**config.mk**
```make
export PLATFORM = sky130hd
export DESIGN_NAME = link_timing_ctrl
export DESIGN_NICKNAME = d
export VERILOG_FILES = /design/src/design/link_timing_pkg.sv /design/src/design/level_sync.sv /design/src/design/phy_clk_counter.sv /design/src/design/link_timing_ctrl.sv
export SDC_FILE = /design/constraint.sdc
export NUM_CORES = 1
export LEC_CHECK = 0
export ABC_AREA = 1
export BUFFER_PORTS_ARGS = -buffer_cell sky130_fd_sc_hd__buf_2
export CAP_MARGIN = 25
export CORE_UTILIZATION = 50
export CTS_CLUSTER_DIAMETER = 120
export DETAILED_ROUTE_END_ITERATION = 8
export PLACE_DENSITY_LB_ADDON = 0.08
export RECOVER_POWER = 25
export REMOVE_ABC_BUFFERS = 1
export SLEW_MARGIN = 20
export SYNTH_ARGS = -nofsm -noshare
export SYNTH_HDL_FRONTEND = slang
export SYNTH_SLANG_ARGS = --single-unit
```
**constraint.sdc**
```tcl
create_clock -name clk -period 2.6 [get_ports clk]
set_input_delay 0.52 -clock clk [delete_from_list [all_inputs] [get_ports clk]]
set_output_delay 0.52 -clock clk [all_outputs]
set_load 0.02 [all_outputs]
```
**src/design/link_timing_pkg.sv**
```systemverilog
// Package: timing constants, codes and states for the link timing controller
package link_timing_pkg;
  // Controller clock
  localparam int CLK_HZ = 25000000;
  // Printed times, in their own units
  localparam int IDLE_REVERT_US = 3000;
  localparam int IDLE_REVERT_LATE_US = 3125;
  localparam int SAMPLE_MIN_US = 100;
  localparam int SAMPLE_MAX_US = 875;
  localparam int RESUME_MIN_US = 5000;
  localparam int SUSPEND_MAX_US = 10000;
  localparam int FS_RESET_NS = 2500;
  localparam int NO_CHIRP_MIN_US = 1000;
  localparam int NO_CHIRP_MAX_US = 2500;
  localparam int CHIRP_PHY_CYCLES = 66000;
  localparam int UNENC_LEAD_PHY_CYCLES = 5;
  // Cycle counts at the controller rate; least times round up
  localparam int IDLE_REVERT_CYC = (IDLE_REVERT_US * (CLK_HZ / 1000000)) + 1;
  localparam int SAMPLE_CYC = ((SAMPLE_MIN_US + SAMPLE_MAX_US) / 2) * (CLK_HZ / 1000000);
  localparam int RESUME_MIN_CYC = RESUME_MIN_US * (CLK_HZ / 1000000);
  localparam int FS_RESET_CYC = (FS_RESET_NS * (CLK_HZ / 1000000) + 999) / 1000 + 1;
  localparam int NO_CHIRP_CYC = ((NO_CHIRP_MIN_US + NO_CHIRP_MAX_US) / 2) * (CLK_HZ / 1000000);
  // Line state codes
  localparam logic [1:0] LS_SE0 = 2'h0;
  localparam logic [1:0] LS_J = 2'h1;
  localparam logic [1:0] LS_K = 2'h2;
  // Operating mode codes
  localparam logic [1:0] MODE_NORMAL = 2'h0;
  localparam logic [1:0] MODE_UNENCODED = 2'h2;
  // Speed and termination select: 1 is full speed
  localparam logic SEL_FS = 1'b1;
  localparam logic SEL_HS = 1'b0;
  // Controller states
  typedef enum logic [2:0] {
    ST_HS_ACTIVE = 3'b000,
    ST_FS_REVERT = 3'b001,
    ST_SUSPEND = 3'b010,
    ST_FS_ACTIVE = 3'b011,
    ST_MODE_LEAD = 3'b100,
    ST_CHIRP = 3'b101,
    ST_WAIT_HOST = 3'b110,
    ST_WAIT_END = 3'b111
  } link_state_e;
endpackage : link_timing_pkg

```
**src/design/level_sync.sv**
```systemverilog
// Module: two-stage synchroniser for a bus of levels
`timescale 1ns/1ns
`default_nettype none
module level_sync #(
  parameter int WIDTH = 1
) (
  input wire logic clk,
  input wire logic rst,
  input wire logic [WIDTH-1:0] async_in,
  output logic [WIDTH-1:0] sync_out
);
  logic [WIDTH-1:0] stage_a_ff;
  logic [WIDTH-1:0] stage_b_ff;
  logic [WIDTH-1:0] nxt_stage_a;
  logic [WIDTH-1:0] nxt_stage_b;
  // First stage is read only by the second
  always_comb begin
    nxt_stage_a = async_in;
    nxt_stage_b = stage_a_ff;
  end
  always_ff @(posedge clk or posedge rst) begin
    if (rst) begin
      stage_a_ff <= '0;
      stage_b_ff <= '0;
    end else begin
      stage_a_ff <= nxt_stage_a;
      stage_b_ff <= nxt_stage_b;
    end
  end
  assign sync_out = stage_b_ff;
endmodule : level_sync
`default_nettype wire

```
**src/design/phy_clk_counter.sv**
```systemverilog
// Module: counts rising edges of the sampled transceiver clock
`timescale 1ns/1ns
`default_nettype none
module phy_clk_counter #(
  parameter int WIDTH = 17
) (
  input wire logic clk,
  input wire logic rst,
  input wire logic phy_clk_sync,
  input wire logic clear,
  output logic [WIDTH-1:0] count,
  output logic edge_seen
);
  logic last_ff;
  logic nxt_last;
  logic [WIDTH-1:0] count_ff;
  logic [WIDTH-1:0] nxt_count;
  // Edge found by comparing the synchronised level with its last value
  always_comb begin
    nxt_last = phy_clk_sync;
    edge_seen = phy_clk_sync & ~last_ff;
    if (clear) begin
      nxt_count = '0;
    end else if (edge_seen && (count_ff != '1)) begin
      nxt_count = count_ff + 1'b1;
    end else begin
      nxt_count = count_ff;
    end
  end
  always_ff @(posedge clk or posedge rst) begin
    if (rst) begin
      last_ff <= 1'b0;
      count_ff <= '0;
    end else begin
      last_ff <= nxt_last;
      count_ff <= nxt_count;
    end
  end
  assign count = count_ff;
endmodule : phy_clk_counter
`default_nettype wire

```
**src/design/link_timing_ctrl.sv**
```systemverilog
// Module: suspend, reset and chirp timing controller driving the transceiver selects
// What this block does
// - Idle SE0 over 3 ms: revert full speed
// - Revert between 3.0 and 3.125 ms
// - Sample line once 100 to 875 us later
// - Sample J means suspend
// - Fully suspended within 10 ms
// - Sample SE0 means reset, start handshake
// - No resume before 5 ms idle
// - Suspended: SE0 starts handshake immediately
// - Full speed: SE0 over 2.5 us starts handshake
// - From suspend: 1 ms chirp within 6 ms
// - Handshake: unencoded mode, high speed, zeros
// - Chirp at least 1 ms, ends by 7 ms
// - Chirp begins before 6 ms
// - Chirp held 66000 transceiver clocks
// - No host chirps: back to full speed
// - Capable host chirps within 100 us
// - Host holds reset at least 10 ms
// - Handshake start 0 to 4 ms late
// - Transmit valid five clocks after mode
`timescale 1ns/1ns
`default_nettype none
module link_timing_ctrl
  import link_timing_pkg::*;
#(
  parameter int IDLE_CYC = IDLE_REVERT_CYC,
  parameter int SMP_CYC = SAMPLE_CYC,
  parameter int RESUME_CYC = RESUME_MIN_CYC,
  parameter int HOST_WAIT_CYC = NO_CHIRP_CYC,
  parameter int CHIRP_CYC = CHIRP_PHY_CYCLES,
  parameter int LEAD_CYC = UNENC_LEAD_PHY_CYCLES
) (
  input wire logic clk,
  input wire logic rst,
  // Transceiver side
  input wire logic phy_output_clock,
  input wire logic [1:0] line_state,
  output logic transceiver_speed_select,
  output logic termination_select,
  output logic [1:0] operating_mode_select,
  output logic suspend_active_low,
  output logic transmit_valid,
  output logic [7:0] transmit_data,
  // User side
  input wire logic start_hs,
  input wire logic resume_req,
  input wire logic host_chirp_seen,
  input wire logic reset_end,
  output logic suspended,
  output logic resume_allowed,
  output logic hs_handshake_fail,
  output logic hs_chirp_done
);
  localparam int CW = 24;
  localparam int PW = 17;
  logic [1:0] ls_sync;
  logic phy_clk_sync;
  logic [PW-1:0] phy_count;
  logic phy_edge;
  logic phy_clear;
  link_state_e state_ff;
  link_state_e nxt_state;
  logic [CW-1:0] timer_ff;
  logic [CW-1:0] nxt_timer;
  logic [CW-1:0] idle_ff;
  logic [CW-1:0] nxt_idle;
  logic xs_ff, nxt_xs;
  logic ts_ff, nxt_ts;
  logic [1:0] mode_ff, nxt_mode;
  logic susp_n_ff, nxt_susp_n;
  logic txv_ff, nxt_txv;
  logic fail_ff, nxt_fail;
  logic done_ff, nxt_done;
  logic from_susp_ff, nxt_from_susp;
  logic [1:0] ls_last_ff;
  logic ls_change;

  // Transceiver inputs pass two flops before any logic; user side inputs are used directly
  level_sync #(.WIDTH(3)) u_sync (
    .clk(clk),
    .rst(rst),
    .async_in({phy_output_clock, line_state}),
    .sync_out({phy_clk_sync, ls_sync})
  );

  // Transceiver clock edges time the chirp and the mode lead
  phy_clk_counter #(.WIDTH(PW)) u_phy_cnt (
    .clk(clk),
    .rst(rst),
    .phy_clk_sync(phy_clk_sync),
    .clear(phy_clear),
    .count(phy_count),
    .edge_seen(phy_edge)
  );

  // Idle time counts an unchanged SE0 line, or any unchanged line while suspended
  assign ls_change = (ls_sync != ls_last_ff);
  always_comb begin
    nxt_idle = idle_ff;
    if (ls_change || (ls_sync != LS_SE0 && state_ff != ST_SUSPEND)) begin
      nxt_idle = '0;
    end else if (idle_ff != '1) begin
      nxt_idle = idle_ff + 1'b1;
    end
  end

  // Main state machine; selects are registered so the pins never glitch
  always_comb begin
    nxt_state = state_ff;
    nxt_timer = (timer_ff != '1) ? timer_ff + 1'b1 : timer_ff;
    nxt_xs = xs_ff;
    nxt_ts = ts_ff;
    nxt_mode = mode_ff;
    nxt_susp_n = susp_n_ff;
    nxt_txv = txv_ff;
    nxt_fail = 1'b0;
    nxt_done = 1'b0;
    nxt_from_susp = from_susp_ff;
    phy_clear = 1'b0;
    case (state_ff)
      ST_HS_ACTIVE: begin
        if (idle_ff >= CW'(IDLE_CYC)) begin
          // Revert just past 3.0 ms, well before 3.125 ms
          nxt_xs = SEL_FS;
          nxt_ts = SEL_FS;
          nxt_timer = '0;
          nxt_state = ST_FS_REVERT;
        end
      end
      ST_FS_REVERT: begin
        // One sample mid-window
        if (timer_ff == CW'(SMP_CYC)) begin
          if (ls_sync == LS_J) begin
            nxt_susp_n = 1'b0;
            nxt_state = ST_SUSPEND;
          end else if (ls_sync == LS_SE0) begin
            nxt_from_susp = 1'b0;
            nxt_timer = '0;
            phy_clear = 1'b1;
            nxt_mode = MODE_UNENCODED;
            nxt_xs = SEL_HS;
            nxt_state = ST_MODE_LEAD;
          end else begin
            nxt_state = ST_FS_ACTIVE;
          end
        end
      end
      ST_SUSPEND: begin
        if (ls_sync == LS_SE0) begin
          // Wake at once; clock returns inside the 6 ms budget
          nxt_susp_n = 1'b1;
          nxt_from_susp = 1'b1;
          nxt_timer = '0;
          phy_clear = 1'b1;
          nxt_mode = MODE_UNENCODED;
          nxt_xs = SEL_HS;
          nxt_state = ST_MODE_LEAD;
        end else if (resume_req && idle_ff >= CW'(RESUME_CYC)) begin
          nxt_susp_n = 1'b1;
          nxt_state = ST_FS_ACTIVE;
        end
      end
      ST_FS_ACTIVE: begin
        if (ls_sync == LS_SE0 && idle_ff >= CW'(FS_RESET_CYC)) begin
          nxt_timer = '0;
          phy_clear = 1'b1;
          nxt_mode = MODE_UNENCODED;
          nxt_xs = SEL_HS;
          nxt_state = ST_MODE_LEAD;
        end else if (start_hs) begin
          nxt_xs = SEL_HS;
          nxt_ts = SEL_HS;
          nxt_state = ST_HS_ACTIVE;
        end
      end
      ST_MODE_LEAD: begin
        // Mode settles before transmit valid rises
        if (phy_count >= PW'(LEAD_CYC)) begin
          nxt_txv = 1'b1;
          phy_clear = 1'b1;
          nxt_state = ST_CHIRP;
        end
      end
      ST_CHIRP: begin
        if (phy_count >= PW'(CHIRP_CYC)) begin
          nxt_txv = 1'b0;
          nxt_mode = MODE_NORMAL;
          nxt_done = 1'b1;
          nxt_timer = '0;
          nxt_state = ST_WAIT_HOST;
        end
      end
      ST_WAIT_HOST: begin
        if (host_chirp_seen) begin
          nxt_ts = SEL_HS;
          nxt_state = ST_WAIT_END;
        end else if (timer_ff >= CW'(HOST_WAIT_CYC)) begin
          nxt_xs = SEL_FS;
          nxt_fail = 1'b1;
          nxt_state = ST_WAIT_END;
        end
      end
      ST_WAIT_END: begin
        // Host holds reset at least 10 ms
        if (reset_end) begin
          nxt_state = (xs_ff == SEL_HS) ? ST_HS_ACTIVE : ST_FS_ACTIVE;
        end
      end
      default: begin
        nxt_state = ST_FS_ACTIVE;
      end
    endcase
  end

  always_ff @(posedge clk or posedge rst) begin
    if (rst) begin
      state_ff <= ST_FS_ACTIVE;
      timer_ff <= '0;
      idle_ff <= '0;
      xs_ff <= SEL_FS;
      ts_ff <= SEL_FS;
      mode_ff <= MODE_NORMAL;
      susp_n_ff <= 1'b1;
      txv_ff <= 1'b0;
      fail_ff <= 1'b0;
      done_ff <= 1'b0;
      from_susp_ff <= 1'b0;
      ls_last_ff <= LS_J;
    end else begin
      state_ff <= nxt_state;
      timer_ff <= nxt_timer;
      idle_ff <= nxt_idle;
      xs_ff <= nxt_xs;
      ts_ff <= nxt_ts;
      mode_ff <= nxt_mode;
      susp_n_ff <= nxt_susp_n;
      txv_ff <= nxt_txv;
      fail_ff <= nxt_fail;
      done_ff <= nxt_done;
      from_susp_ff <= nxt_from_susp;
      ls_last_ff <= ls_sync;
    end
  end

  assign transceiver_speed_select = xs_ff;
  assign termination_select = ts_ff;
  assign operating_mode_select = mode_ff;
  assign suspend_active_low = susp_n_ff;
  assign transmit_valid = txv_ff;
  assign transmit_data = 8'h00; // All zeros gives chirp K
  assign suspended = (state_ff == ST_SUSPEND);
  assign resume_allowed = (state_ff == ST_SUSPEND) && (idle_ff >= CW'(RESUME_CYC));
  assign hs_handshake_fail = fail_ff;
  assign hs_chirp_done = done_ff;

  chk_revert_both_fs: assert property (@(posedge clk) disable iff (rst)
    (state_ff == ST_HS_ACTIVE && nxt_state == ST_FS_REVERT) |=> (xs_ff == SEL_FS && ts_ff == SEL_FS))
    else $error("revert did not set both selects full speed");
  chk_revert_time: assert property (@(posedge clk) disable iff (rst)
    $rose(state_ff == ST_FS_REVERT) |-> (idle_ff >= CW'(IDLE_CYC)))
    else $error("revert before idle time");
  chk_j_suspends: assert property (@(posedge clk) disable iff (rst)
    (state_ff == ST_FS_REVERT && timer_ff == CW'(SMP_CYC) && ls_sync == LS_J) |=> (suspended && !susp_n_ff))
    else $error("J sample did not suspend");
  chk_se0_resets: assert property (@(posedge clk) disable iff (rst)
    (state_ff == ST_FS_REVERT && timer_ff == CW'(SMP_CYC) && ls_sync == LS_SE0) |=> (state_ff == ST_MODE_LEAD))
    else $error("SE0 sample did not start handshake");
  chk_resume_late: assert property (@(posedge clk) disable iff (rst)
    (state_ff == ST_SUSPEND && nxt_state == ST_FS_ACTIVE) |-> (idle_ff >= CW'(RESUME_CYC)))
    else $error("resume too early");
  chk_susp_wake: assert property (@(posedge clk) disable iff (rst)
    (state_ff == ST_SUSPEND && ls_sync == LS_SE0) |=> (susp_n_ff && state_ff == ST_MODE_LEAD))
    else $error("suspend SE0 did not wake");
  chk_chirp_mode: assert property (@(posedge clk) disable iff (rst)
    txv_ff |-> (mode_ff == MODE_UNENCODED && xs_ff == SEL_HS))
    else $error("chirp without unencoded high speed");
  chk_txv_lead: assert property (@(posedge clk) disable iff (rst)
    $rose(txv_ff) |-> ($past(phy_count) >= PW'(LEAD_CYC)))
    else $error("transmit valid before mode lead");
  chk_chirp_len: assert property (@(posedge clk) disable iff (rst)
    $fell(txv_ff) |-> ($past(phy_count) >= PW'(CHIRP_CYC)))
    else $error("chirp shorter than required");
  chk_no_chirp_fs: assert property (@(posedge clk) disable iff (rst)
    $rose(fail_ff) |-> (xs_ff == SEL_FS))
    else $error("failed handshake left high speed");
  chk_sample_bound: assert property (@(posedge clk) disable iff (rst)
    (state_ff == ST_FS_REVERT) |-> (timer_ff <= CW'(SMP_CYC)))
    else $error("line sample missed its window");
  chk_fs_reset_len: assert property (@(posedge clk) disable iff (rst)
    (state_ff == ST_FS_ACTIVE && nxt_state == ST_MODE_LEAD) |-> (idle_ff >= CW'(FS_RESET_CYC)))
    else $error("full speed reset taken too soon");
  chk_host_wait: assert property (@(posedge clk) disable iff (rst)
    (state_ff == ST_WAIT_HOST) |-> (timer_ff <= CW'(HOST_WAIT_CYC)))
    else $error("host chirp wait overran");
  chk_wake_awake: assert property (@(posedge clk) disable iff (rst)
    (from_susp_ff && (state_ff == ST_MODE_LEAD || state_ff == ST_CHIRP)) |-> susp_n_ff)
    else $error("chirp from suspend with transceiver asleep");
  chk_count_edges: assert property (@(posedge clk) disable iff (rst)
    (!phy_edge && !phy_clear) |=> (phy_count == $past(phy_count)))
    else $error("transceiver clock count moved without an edge");
endmodule : link_timing_ctrl
`default_nettype wire

```
======== Word level (Yosys, flattened, before mapping) ========
Index checks and enable logic that the tools add are counted.
cells by class
  mux-type cells .......................... 64
  reduce and logical (&&, ||, !) cells .... 22
  equality and inequality tests ........... 30
  add/sub/neg operators ................... 3
  magnitude comparators ................... 6
  bitwise operators ....................... 2
operator list
  operator                                                              number
  2-to-1 mux 24 bit                                                     9
  case mux 24 bit (5 select lines)                                      1
  adder 24 x 1 -> 24 bit (second input constant)                        2
  greater-or-equal comparator 24 x 17 -> 1 bit (second input constant)  2
  != test 24 bit (second input constant)                                2
  2-to-1 mux 3 bit                                                      13
  2-to-1 mux 17 bit                                                     2
  2-to-1 mux 1 bit                                                      26
  != test 2 bit (second input constant)                                 13
  equality test 24 x 14 -> 1 bit (second input constant)                1
  greater-or-equal comparator 24 x 16 -> 1 bit (second input constant)  1
  greater-or-equal comparator 24 x 7 -> 1 bit (second input constant)   1
  case mux 3 bit (8 select lines)                                       1
  adder 17 x 1 -> 17 bit (second input constant)                        1
  greater-or-equal comparator 17 bit (second input constant)            1
  greater-or-equal comparator 17 x 3 -> 1 bit (second input constant)   1
  != test 17 bit (second input constant)                                1
  equality test 3 bit (second input constant)                           4
  2-to-1 mux 2 bit                                                      6
  AND reduction 5 bit                                                   2
  nonzero test 2 bit                                                    5
  case mux 2 bit (4 select lines)                                       1
  AND reduction 8 bit                                                   1
  AND reduction 7 bit                                                   1
  other kinds (22)                                                      29
storage, ports and cells
  bits in registers ....................... 85
  logic and storage cells ................. 142
  input bits .............................. 9

======== Longest topological paths before layout ========
Gate-level depths: netlist (run 1).
  depth in word-level cells ............... 6
  gate-level depth with buffers ........... 15
  gate-level depth less buffers ........... 15

======== Hierarchy ========
Synthesis (run 1) repeated with hierarchy kept, for this count alone.
unflattened totals
  cells, all modules ...................... 770
  area total of the unflattened synthesis .. 5415.2 µm²
modules (own cells, without submodules)
  module            sequential area each (µm²)  area each (µm²)  cells an instance  times used
  link_timing_ctrl  1508.9                      4227.8           621                1
  phy_clk_counter   450.4                       1033.5           142                1
  level_sync        150.1                       153.9            7                  1

======== Least setup slack after synthesis (run 1) ========
Ideal clock, no wire load.
  kind .................................... register to register
  start ................................... reg u_phy_cnt.count_ff[0] (netlist: u_phy_cnt.count[0])
  end ..................................... reg u_phy_cnt.count_ff[11] (netlist: u_phy_cnt.count[11])
  arrival time ............................ 2.115 ns
  path slack .............................. 0.353 ns
  period minus slack after synthesis ...... 2.247 ns
  stages on the path, launching flop included .. 14
  cells stage by stage .................... dfrtp_1 -> ha_1 -> nand2_1 -> nor2_1 -> nand3_1 -> nor3_2 -> inv_1 -> nor4_1 -> ha_1 -> nor3_2 -> nand3_1 -> nor3_1 -> xor2_1 -> nor2_1
on the way
  word-level cells in the longest chain between the ends .. 4
  elaborated cells between the ends (all ways) .. 9
  classes of those cells .................. 1 x add/sub; 1 x order compare; 1 x eq/ne; 4 x mux; 2 x reduce/logical
RTL lines
  what                                                     RTL line                 text
  start, declared                                          phy_clk_counter.sv:16    logic [WIDTH-1:0] count_ff;
  start signal, assigned                                   phy_clk_counter.sv:36    count_ff <= nxt_count;
  greater-or-equal comparator 17 x 3 -> 1 bit              link_timing_ctrl.sv:179  if (phy_count >= PW'(LEAD_CYC)) begin
  2-to-1 mux 1 bit                                         link_timing_ctrl.sv:179
  case mux 1 bit (4 select lines)                          link_timing_ctrl.sv:121  case (state_ff)
  2-to-1 mux 17 bit or nonzero test 2 bit (tied branches)  --
Several ways; a longest one is shown, not always the timed one. The select of a mux whose other input is x is not followed.
A chain may end at the register's enable or synchronous reset.

======== Worst setup path in the final report (run 1) ========
  start ................................... reg state_ff[1]
  end ..................................... out resume_allowed
on the way
  word-level cells in the longest chain between the ends .. 2
RTL lines
  what                          RTL line                 text
  start, declared               link_timing_ctrl.sv:62   link_state_e state_ff;
  start signal, assigned        link_timing_ctrl.sv:231  state_ff <= nxt_state;
  equality test 3 x 2 -> 1 bit  link_timing_ctrl.sv:253  assign resume_allowed = (state_ff == ST_SUSPEND) && (idle_ff >= CW'(RESUME_CYC));
  logical AND 1 bit             link_timing_ctrl.sv:253
  end, declared                 link_timing_ctrl.sv:51   output logic resume_allowed,
No other way between the ends.

==> results of run 1 <==
worst paths after layout:
| kind | startpoint | to | slack [ns] | depth (start not counted) |
|---|---|---|---|---|
| worst max register to register | u_phy_cnt.count[0] | u_phy_cnt.count[14] | 0.23 | 14 |
| worst max-delay path | state_ff[1] | resume_allowed | 0.23 | 5 |
| worst min-delay path | phy_output_clock | u_sync.nxt_stage_b[2] | 0.24 | 1 |
| worst min register to register | u_sync.nxt_stage_b[0] | u_sync.sync_out[0] | 0.35 | 0 |
| min in group asynchronous | rst | idle_ff[7] | 0.88 | 3 |
| max in group asynchronous | rst | idle_ff[14] | 0.48 | 3 |
worst max-delay path, cell delays in order (launching register included):
cell	delay [ns]
dfstp_2	0.57
nand2_2	0.08
nor2_2	0.24
inv_1	0.15
a31oi_1	0.22
buf_2	0.21
state kept, by name, summed over array words and instances, names as in the netlist:
| register | cells |
|---|---|
| state_ff | 3 |
| hs_chirp_done | 1 |
| u_phy_cnt.last_ff | 1 |
| transceiver_speed_select | 1 |
| suspend_active_low | 1 |
| operating_mode_select | 1 |
| transmit_valid | 1 |
| termination_select | 1 |
| u_sync.nxt_stage_b | 3 |
| ls_last_ff | 2 |
| hs_handshake_fail | 1 |
| idle_ff | 24 |
| u_phy_cnt.count | 17 |
| u_sync.sync_out | 3 |
| timer_ff | 24 |
per-stage QoR:
step                area, um2  power, mW
CTS                      5910       4.07
global route             5920       4.34
finish                   5920       4.03
global placement         5680       2.92
detailed placement       5680       2.93
floorplan                5380       2.61
kinds of logic after synthesis:
kind of cell | after synthesis
compound gates | 70
fa+ha+maj | 10
xor+xnor | 23
flops | 84
simple gates | 451
other cells | 1
buf+inv | 116
routing by layer:
layer  global-route usage (%)  vias to the layer above  wire length [um]
li1                         -                     2468                 -
met1                     30.6                     2274              5520
met2                     39.4                      147              5900
met3                     5.96                       31               748
met4                     9.20                        0               320
met5                        0                        -                 0
layout make-up:
| class | instances | area share (%) |
|---|---|---|
| Timing Repair Buffer | 23 | 2.16 |
| Multi-Input combinational cell | 563 | 49.1 |
| Clock inverter | 5 | 1.69 |
| Clock buffer | 11 | 2.22 |
| Inverter | 99 | 6.34 |
| Sequential cell | 84 | 35.6 |
| Tap cell | 136 | 2.87 |
power by group through the flow:
| stage | Clock, mW | Combinational [mW] | Sequential (mW) |
|---|---|---|---|
| 2_1_floorplan | 0 | 0.970 | 1.64 |
| 3_3_place_gp | 0 | 1.28 | 1.63 |
| 3_5_place_dp | 0 | 1.29 | 1.64 |
| 4_1_cts | 1.16 | 1.30 | 1.61 |
| 5_1_grt | 1.21 | 1.49 | 1.64 |
| 6_report | 1.12 | 1.29 | 1.62 |
cells in the final DEF (no fill, tap or decap), types with 3 or more instances in the layout:
master     count
a21oi_1       18
a31oi_1        7
and3_1         3
buf_2         17
buf_4          5
bufinv_16      3
clkbuf_8       9
clkinv_2       3
conb_1         9
dfrtp_1       78
dfstp_2        6
ha_1           9
inv_1         90
inv_2          7
nand2_1      154
nand2_2       10
nand3_1       70
nand3b_1       4
nand4_1       16
nand4_2        3
nor2_1       126
nor2_2        15
nor2_4        10
nor3_1        18
nor4_1         7
o21ai_0       28
o21ai_1        3
o31ai_1        4
or2_2          5
xnor2_1        8
xor2_1        15
repair_timing:
| item | CTS | global route |
|---|---|---|
| resized for setup | 0 | 2 |
| endpoints found under the setup margin | 0 | 1 |
| setup buffers | 0 | 2 |
==> summary.txt, run 1 <==
Asr flop ratio synth -> 100%
Internal power -> 2.52 mW
HP Class -> in2reg
Clock power share -> 27.8%
CTS root buffer -> clkbuf_8
Fin crit share -> 91.3%
Distinct cell type count after synthesis -> 44
Cell Pwr Density -> 680 nW/um2
Final worst slack -> 0.227 ns
RSZ-0062 raised after global routing -> no
Setup tns final -> 0 ns
Core Area -> 10500 um2
DP HPWL -> 9410 um
Gr ovfl total -> 0
CP max FO -> 5
Clock sink count -> 84
Cell count after synthesis -> 755
Fillers -> 1046
Initial antenna violation count -> 0
Initial DRC Count -> 318
Synth area leader -> dfrtp_1
Chip height -> 107 um
CP arrival -> 1.85 ns
Final ANT Viol Nets -> 0
Gpl congestion -> 0.893
Post-synth EDFFs -> 0
Synth Area in Compound Gates -> 7.58%
Clock latency on the worst-skew pair -> 0.39 ns
PortBufs -> 17
Vias -> 4920
Clock slew at reported path FFs -> 0.08 ns
Commonest cells post-synth -> 154 x nand2_1, 126 x nor2_1, 91 x inv_1, 78 x dfrtp_1, 70 x nand3_1
All-Layer GR Usage -> 24.0%
Die ar. -> 11400 um2
Synth top area share -> 35.6%
NetSw -> 1.51 mW
Logic pwr share -> 32.0%
Synth top area cells -> dfrtp_1 36%, nand2_1 11%, nor2_1 8.6%
Starting Density -> 52.4%
Worst slack, placed -> 0.249 ns
Synthesis-to-layout area growth -> 8.06%
Worst clock skew -> 0.0197 ns
Post-synthesis sequential area ratio -> 38.5%
Area of the multi-input gates -> 2910 um2
Crit Path Class -> reg2out
Die Span X -> 107 um
Diode count -> 0
Post-synthesis adder-cell area fraction -> 2.28%
Placed insts -> 903
Final setup viols -> 0
Slew @ Worst Pin -> 2.09 ns
Reg power frac -> 40.2%
DRC Markers -> 0
Simple-gate share of the synthesized area -> 38.7%
Io pins -> 27
# rows -> 37
Largest net degree at the start of global routing -> 85
Fin Hold WS -> 0.242 ns
Top FF cell, synth -> dfrtp_1
Vias in the first global route -> 4639
Layout Nets -> 799
Total CTS buffers -> 9
Sw Ratio -> 37.5%
Setup crit start kind -> flip-flop
Most common cell in the netlist -> nand2_1
Syn_area_per_cell -> 7.26 um2
Final Instance Count excl. Fillers -> 921
Warnings, synthesis -> 0
Largest family of logic cells by synthesized area -> simple AND/OR/NAND/NOR gates
Final Critical Period -> 2.37 ns
FMAX -> 0.421 GHz
Routed wire per std cell -> 13.6 um
First-pass GRT wire length -> 21500 um
Post-Syn Area -> 5480 um2
Post-CTS Hold Buffers -> 0
Worst-case clock buffer depth -> 2
Max-cap viol count -> 1
Failing checks -> max-capacitance violations, max-slew violations
Worst setup EP type -> output pin
Synth Register Bits -> 84
Worst EP required -> 2.08 ns
Max-slew violations -> 85
Leak -> 2.90 nW
CTS tree -> done
Reg area -> 2110 um2
XOR/XNOR Fraction of Synth Area -> 3.68%
Final WL -> 12500 um
Pre-antenna DRT Iters -> 5
Htree depth -> 3
Final core occ -> 56.6%
Share of layout cells above drive strength 1 -> 13.9%
Worst slew margin -> -39.4%
Vias per cell -> 5.34
Maximum vdd drop -> 0.482 mV
Endpoints failing hold -> 0
Status -> finished with violations
Mux cell area share after synthesis -> 0%
Note: power is estimated with default switching activity, not from simulation.
==> run 2: changes to the inputs <==
Settings changed: BUFFER_PORTS_ARGS -buffer_cell sky130_fd_sc_hd__buf_2 to not set, CORE_UTILIZATION 50 to 58, DONT_BUFFER_PORTS set to 1.
==> summary.txt, run 2 (same netlist as run 1, synthesis figures left out) <==
Initial DRC Count -> 230 (-28%)
First-pass GRT wire length -> 21100 um (-1.9%)
Final Critical Period -> 2.53 ns (+0.160 ns)
Area of the multi-input gates -> 2910 um2 (+0.22%)
Final ANT Viol Nets -> 0 (unchanged)
Setup bufs post-CTS -> 0 (unchanged)
Worst-case clock buffer depth -> 2 (unchanged)
Pre-antenna DRT Iters -> 5 (unchanged)
Core Area -> 9200 um2 (-12%)
Clock sink count -> 84 (unchanged)
Total CTS buffers -> 9 (unchanged)
RSZ-0062 raised after global routing -> no
Largest net degree at the start of global routing -> 63 (-26%)
Layout Nets -> 783 (-2.0%)
Worst slew margin -> 10.9% (+50 points)
Fin Hold WS -> 0.181 ns (-0.0615 ns)
Die ar. -> 9840 um2 (-14%)
Crit Path Class -> reg2out
Post-CTS Hold Buffers -> 0 (unchanged)
Worst setup EP type -> output pin
Maximum vdd drop -> 0.388 mV (-20%)
All-Layer GR Usage -> 27.4% (+3.3 points)
Commonest non-fill, non-tap cell in the layout -> nand2_1
Vias per cell -> 5.51 (+3.1%)
Placed insts -> 864 (-4.3%)
Htree depth -> 3 (unchanged)
Endpoints failing hold -> 0 (unchanged)
Worst slack, placed -> 0.211 ns (-0.0380 ns)
Leak -> 2.81 nW (-2.9%)
CTS tree -> done
Max-cap viol count -> 0 (-1)
Routed wire per std cell -> 14.3 um (+5.6%)
Gr ovfl total -> 0 (unchanged)
Status -> complete, no violations
Cell Pwr Density -> 675 nW/um2 (-0.68%)
Top sig layer -> met4
Diode count -> 0 (unchanged)
Fillers -> 835 (-20%)
Final core occ -> 63.1% (+6.5 points)
CTS root buffer -> clkbuf_8
Worst EP required -> 2.08 ns (about the same)
Met2 WL -> 5970 um (+1.3%)
Share of layout cells above drive strength 1 -> 12.1% (-1.8 points)
Met3 Routed Length -> 657 um (-12%)
Vias in the first global route -> 4447 (-4.1%)
Final WL -> 12600 um (+0.94%)
Io pins -> 27 (unchanged)
Clock slew at reported path FFs -> 0.08 ns (about the same)
CP max FO -> 5 (unchanged)
Worst clock skew -> 0.0116 ns (-0.00809 ns)
Gpl congestion -> 0.948 (+6.1%)
Setup crit start kind -> flip-flop
Synthesis-to-layout area growth -> 5.91%
Final setup viols -> 0 (unchanged)
Post-cts resize count -> 0 (unchanged)
Total power -> 3.92 mW (-2.7%)
Reg area -> 2110 um2 (unchanged)
CP arrival -> 2.01 ns (+0.16 ns)
HP Class -> in2reg
Initial antenna violation count -> 0 (unchanged)
# rows -> 35 (-5.4%)
Commonest non-fill, non-tap cells in the layout -> 154 x nand2_1, 126 x nor2_1, 90 x inv_1
Max-slew violations -> 0 (-100%)
Chip height -> 99.2 um (-7.0%)
FMAX -> 0.395 GHz (-6.3%)
Clock latency on the worst-skew pair -> 0.36 ns (-0.03 ns)
PortBufs -> 0 (-17)
Fin crit share -> 97.4% (+6.2 points)
Met1 WL -> 5740 um (+4.1%)
Vias -> 4845 (-1.5%)
DP HPWL -> 9740 um (+3.6%)
Final Instance Count excl. Fillers -> 880 (-4.5%)
Starting Density -> 59.6% (+7.2 points)
DRC Markers -> 0 (unchanged)
Slew @ Worst Pin -> 1.34 ns (-0.754 ns)
Final worst slack -> 0.0673 ns (-0.160 ns)
Die Span X -> 99.2 um (-7.0%)
==> run 2: report_power, final <==
group          internal [mW]  leakage, nW  switching [mW]
clock                  0.547        0.104           0.472
combinational          0.389         1.60           0.857
sequential              1.47         1.11           0.187
total                   2.40         2.81            1.52
==> run 2: worst paths after layout <==
path / from / endpoint / slack [ns] / depth (start not counted)
setup / recovery: idle_ff[12] / resume_allowed / 0.07 / 6
hold / removal: line_state[0] / u_sync.nxt_stage_b[0] / 0.18 / 0
setup reg to reg: u_phy_cnt.count[0] / u_phy_cnt.count[14] / 0.25 / 14
hold reg to reg: u_sync.nxt_stage_b[1] / u_sync.sync_out[1] / 0.35 / 0
max in group asynchronous: rst / timer_ff[9] / 0.58 / 2
min in group asynchronous: rst / idle_ff[5] / 0.21 / 1
==> run 2: stage by stage <==
step / TNS (ns) / area [um2]
final: 0 / 5800
after global routing: 0 / 5800
after CTS: 0 / 5800
after floorplan: -5.87 / 5380
after global placement: 0 / 5590
after detailed placement: 0 / 5590
==> run 2: final cells by class <==
type	count	share of cell area [%]
clock buffer	11	2.26
clock inverter	5	1.47
timing repair buffer	7	0.862
inverter	99	6.47
tap	111	2.39
sequential	84	36.4
multi-input combinational	563	50.2
==> run 2: routing by layer <==
metal  up-vias  track usage (%)
met3        18             5.13
li1       2441                -
met1      2254             37.4
met4         0             8.14
met2       132             44.6
met5         -                0
==> run 2: worst max-delay path: stages, from the launching register on <==
cell and delay, ns:
dfrtp_1 0.46, inv_1 0.18, nand2_1 0.11, nor3_1 0.27, nand3_1 0.15, a31oi_1 0.28, buf_4 0.19
==> run 3: changes to the inputs <==
Settings changed: GPL_TIMING_DRIVEN set to 0.
==> summary.txt, run 3 (same netlist as run 1, synthesis figures left out) <==
Status -> complete, no violations
Final Critical Period -> 2.37 ns (-0.165 ns)
PortBufs -> 0 (unchanged)
Reg power frac -> 43.7% (+1.5 points)
# rows -> 35 (unchanged)
Total CTS buffers -> 9 (unchanged)
Slowest stage cell, crit path -> dfrtp_2
First-pass GRT wire length -> 20800 um (-1.2%)
Crit Reg-Reg Startpoint -> u_phy_cnt.count[0]
HP Class -> in2reg
Vias -> 4857 (+0.25%)
Top sig layer -> met4
Worst clock skew -> 0.0124 ns (+0.000793 ns)
Hold-critical path depth -> 0 (unchanged)
Initial DRC Count -> 265 (+15%)
R2R depth -> 14 (unchanged)
Routed wire per std cell -> 13.9 um (-2.7%)
Hold wc startpoint -> line_state[1]
CTS tree -> done
Fin crit share -> 91.1% (-6.3 points)
WHS Endpoint -> u_sync.nxt_stage_b[1]
Final setup viols -> 0 (unchanged)
Worst-case clock buffer depth -> 2 (unchanged)
Synthesis-to-layout area growth -> 5.57%
Crit Path Class -> reg2reg
CP max FO -> 9 (+4)
Final WL -> 12200 um (-3.2%)
Maximum vdd drop -> 0.332 mV (-14%)
Largest net degree at the start of global routing -> 60 (-4.8%)
Gr ovfl total -> 0 (unchanged)
Post-CTS Hold Buffers -> 0 (unchanged)
Final core occ -> 62.9% (-0.20 points)
Chip height -> 99.2 um (unchanged)
Worst EP required -> 2.81 ns (+0.73 ns)
Leak -> 2.79 nW (-0.74%)
Placed insts -> 858 (-0.69%)
Vias in the first global route -> 4527 (+1.8%)
DP HPWL -> 9300 um (-4.5%)
Clock slew at reported path FFs -> 0.08 ns (about the same)
Gpl congestion -> 0.956 (+0.88%)
Setup tns final -> 0 ns (unchanged)
CTS root buffer -> clkbuf_8
All-Layer GR Usage -> 26.6% (-0.75 points)
Endpoints failing hold -> 0 (unchanged)
Met3 Routed Length -> 718 um (+9.3%)
Met2 WL -> 5660 um (-5.3%)
Initial antenna violation count -> 0 (unchanged)
Crit-path cells -> ha_1, nand2_1, nor2_1, nand3_1, nor3_2, inv_1, nor4_2, ha_2, nor3_4, inv_1, nor2_1, nand3_1, xor2_1, nor2_1
DRC Markers -> 0 (unchanged)
Max-slew violations -> 0 (unchanged)
Worst setup EP type -> flip-flop
Pre-antenna DRT Iters -> 5 (unchanged)
Met1 WL -> 5610 um (-2.3%)
Vias per cell -> 5.54 (+0.71%)
Worst slew margin -> 17.6% (+6.7 points)
Cell Pwr Density -> 658 nW/um2 (-2.7%)
Starting Density -> 59.6% (unchanged)
Clock sink count -> 84 (unchanged)
Slew @ Worst Pin -> 1.23 ns (-0.107 ns)
Final ANT Viol Nets -> 0 (unchanged)
Fin Hold WS -> 0.191 ns (+0.0106 ns)
Io pins -> 27 (unchanged)
Diode count -> 0 (unchanged)
CP max stage delay -> 0.44 ns (-0.02 ns)
Clock power share -> 24.2% (-1.8 points)
Setup crit start kind -> flip-flop
FF-to-FF setup slack -> 0.23 ns (-0.02 ns)
NetSw -> 1.48 mW (-2.1%)
Commonest non-fill, non-tap cell in the layout -> nand2_1
Htree depth -> 3 (unchanged)
Internal power -> 2.32 mW (-3.5%)
Sw Ratio -> 39.0% (+0.33 points)
Final worst slack -> 0.232 ns (+0.165 ns)
Share of layout cells above drive strength 1 -> 11.8% (-0.33 points)
Worst slack, placed -> -0.0915 ns (-0.303 ns)
Die ar. -> 9840 um2 (unchanged)
CP arrival -> 2.58 ns (+0.57 ns)
Commonest non-fill, non-tap cells in the layout -> 154 x nand2_1, 126 x nor2_1, 90 x inv_1
Logic pwr share -> 32.1% (+0.3 points)
Clock latency on the worst-skew pair -> 0.35 ns (about the same)
Core Area -> 9200 um2 (unchanged)
Final Instance Count excl. Fillers -> 876 (-0.45%)
Max-cap viol count -> 0 (unchanged)
Reg2reg end -> u_phy_cnt.count[5]
FMAX -> 0.422 GHz (+7.0%)
Layout Nets -> 779 (-0.51%)
Die Span X -> 99.2 um (unchanged)
Most used cell, CP -> nor2_1
## run 3: power by group through the flow
stage / combinational (mW) / sequential [mW] / clock (mW)
after floorplan: 0.970 / 1.64 / 0
after global placement: 1.17 / 1.68 / 0
after detailed placement: 1.21 / 1.68 / 0
after CTS: 1.21 / 1.66 / 0.939
after global routing: 1.38 / 1.69 / 0.999
final: 1.22 / 1.66 / 0.920
## run 3: metal layers
metal	global-route usage [%]	vias up
met3	5.27	20
li1	-	2430
met1	36.2	2273
met4	8.60	0
met2	43.0	134
met5	0	-
## run 3: worst max path at each step
| stage | startpoint | endpoint | slack [ns] | cells past startpoint |
|---|---|---|---|---|
| floorplan | rst | hs_chirp_done | -0.08 | 1 |
| global placement | rst | timer_ff[12] | -0.94 | 1 |
| detailed placement | u_phy_cnt.count[0] | u_phy_cnt.count[11] | -0.09 | 13 |
| CTS | state_ff[1] | resume_allowed | 0.02 | 4 |
| global route | u_phy_cnt.count[0] | u_phy_cnt.count[11] | -0.004 | 13 |
| finish | u_phy_cnt.count[0] | u_phy_cnt.count[5] | 0.23 | 14 |
## run 3: area by class of cell
type	count	area (um2)
Timing Repair Buffer	3	42.5
Multi-Input combinational cell	563	2930
Tap cell	111	139
Fill cell	848	3410
Clock buffer	14	153
Sequential cell	84	2110
Clock inverter	2	35.0
Inverter	99	375
## run 3: stage by stage
| step | area (um2) | power (mW) |
|---|---|---|
| after floorplan | 5380 | 2.61 |
| after global placement | 5520 | 2.85 |
| after detailed placement | 5550 | 2.89 |
| after CTS | 5760 | 3.81 |
| after global routing | 5780 | 4.07 |
| final | 5780 | 3.80 |
## run 3: timing repair
| item | 4_1_cts | 5_1_grt |
|---|---|---|
| hold endpoints to repair | 0 | 0 |
| buffers inserted | 0 | 2 |
| resized for setup | 3 | 4 |
| pin swaps | 0 | 1 |
| endpoints found under the setup margin | 5 | 10 |
## run 3: critical path, delay by kind of cell, from the launching register on
| family | cells | cell delay [ns] |
|---|---|---|
| buffers and inverters | 2 | 0.23 |
| adder cells (fa/ha/maj) | 2 | 0.43 |
| flip-flops | 1 | 0.44 |
| AND/OR/NAND/NOR | 9 | 0.97 |
| XOR/XNOR | 1 | 0.14 |
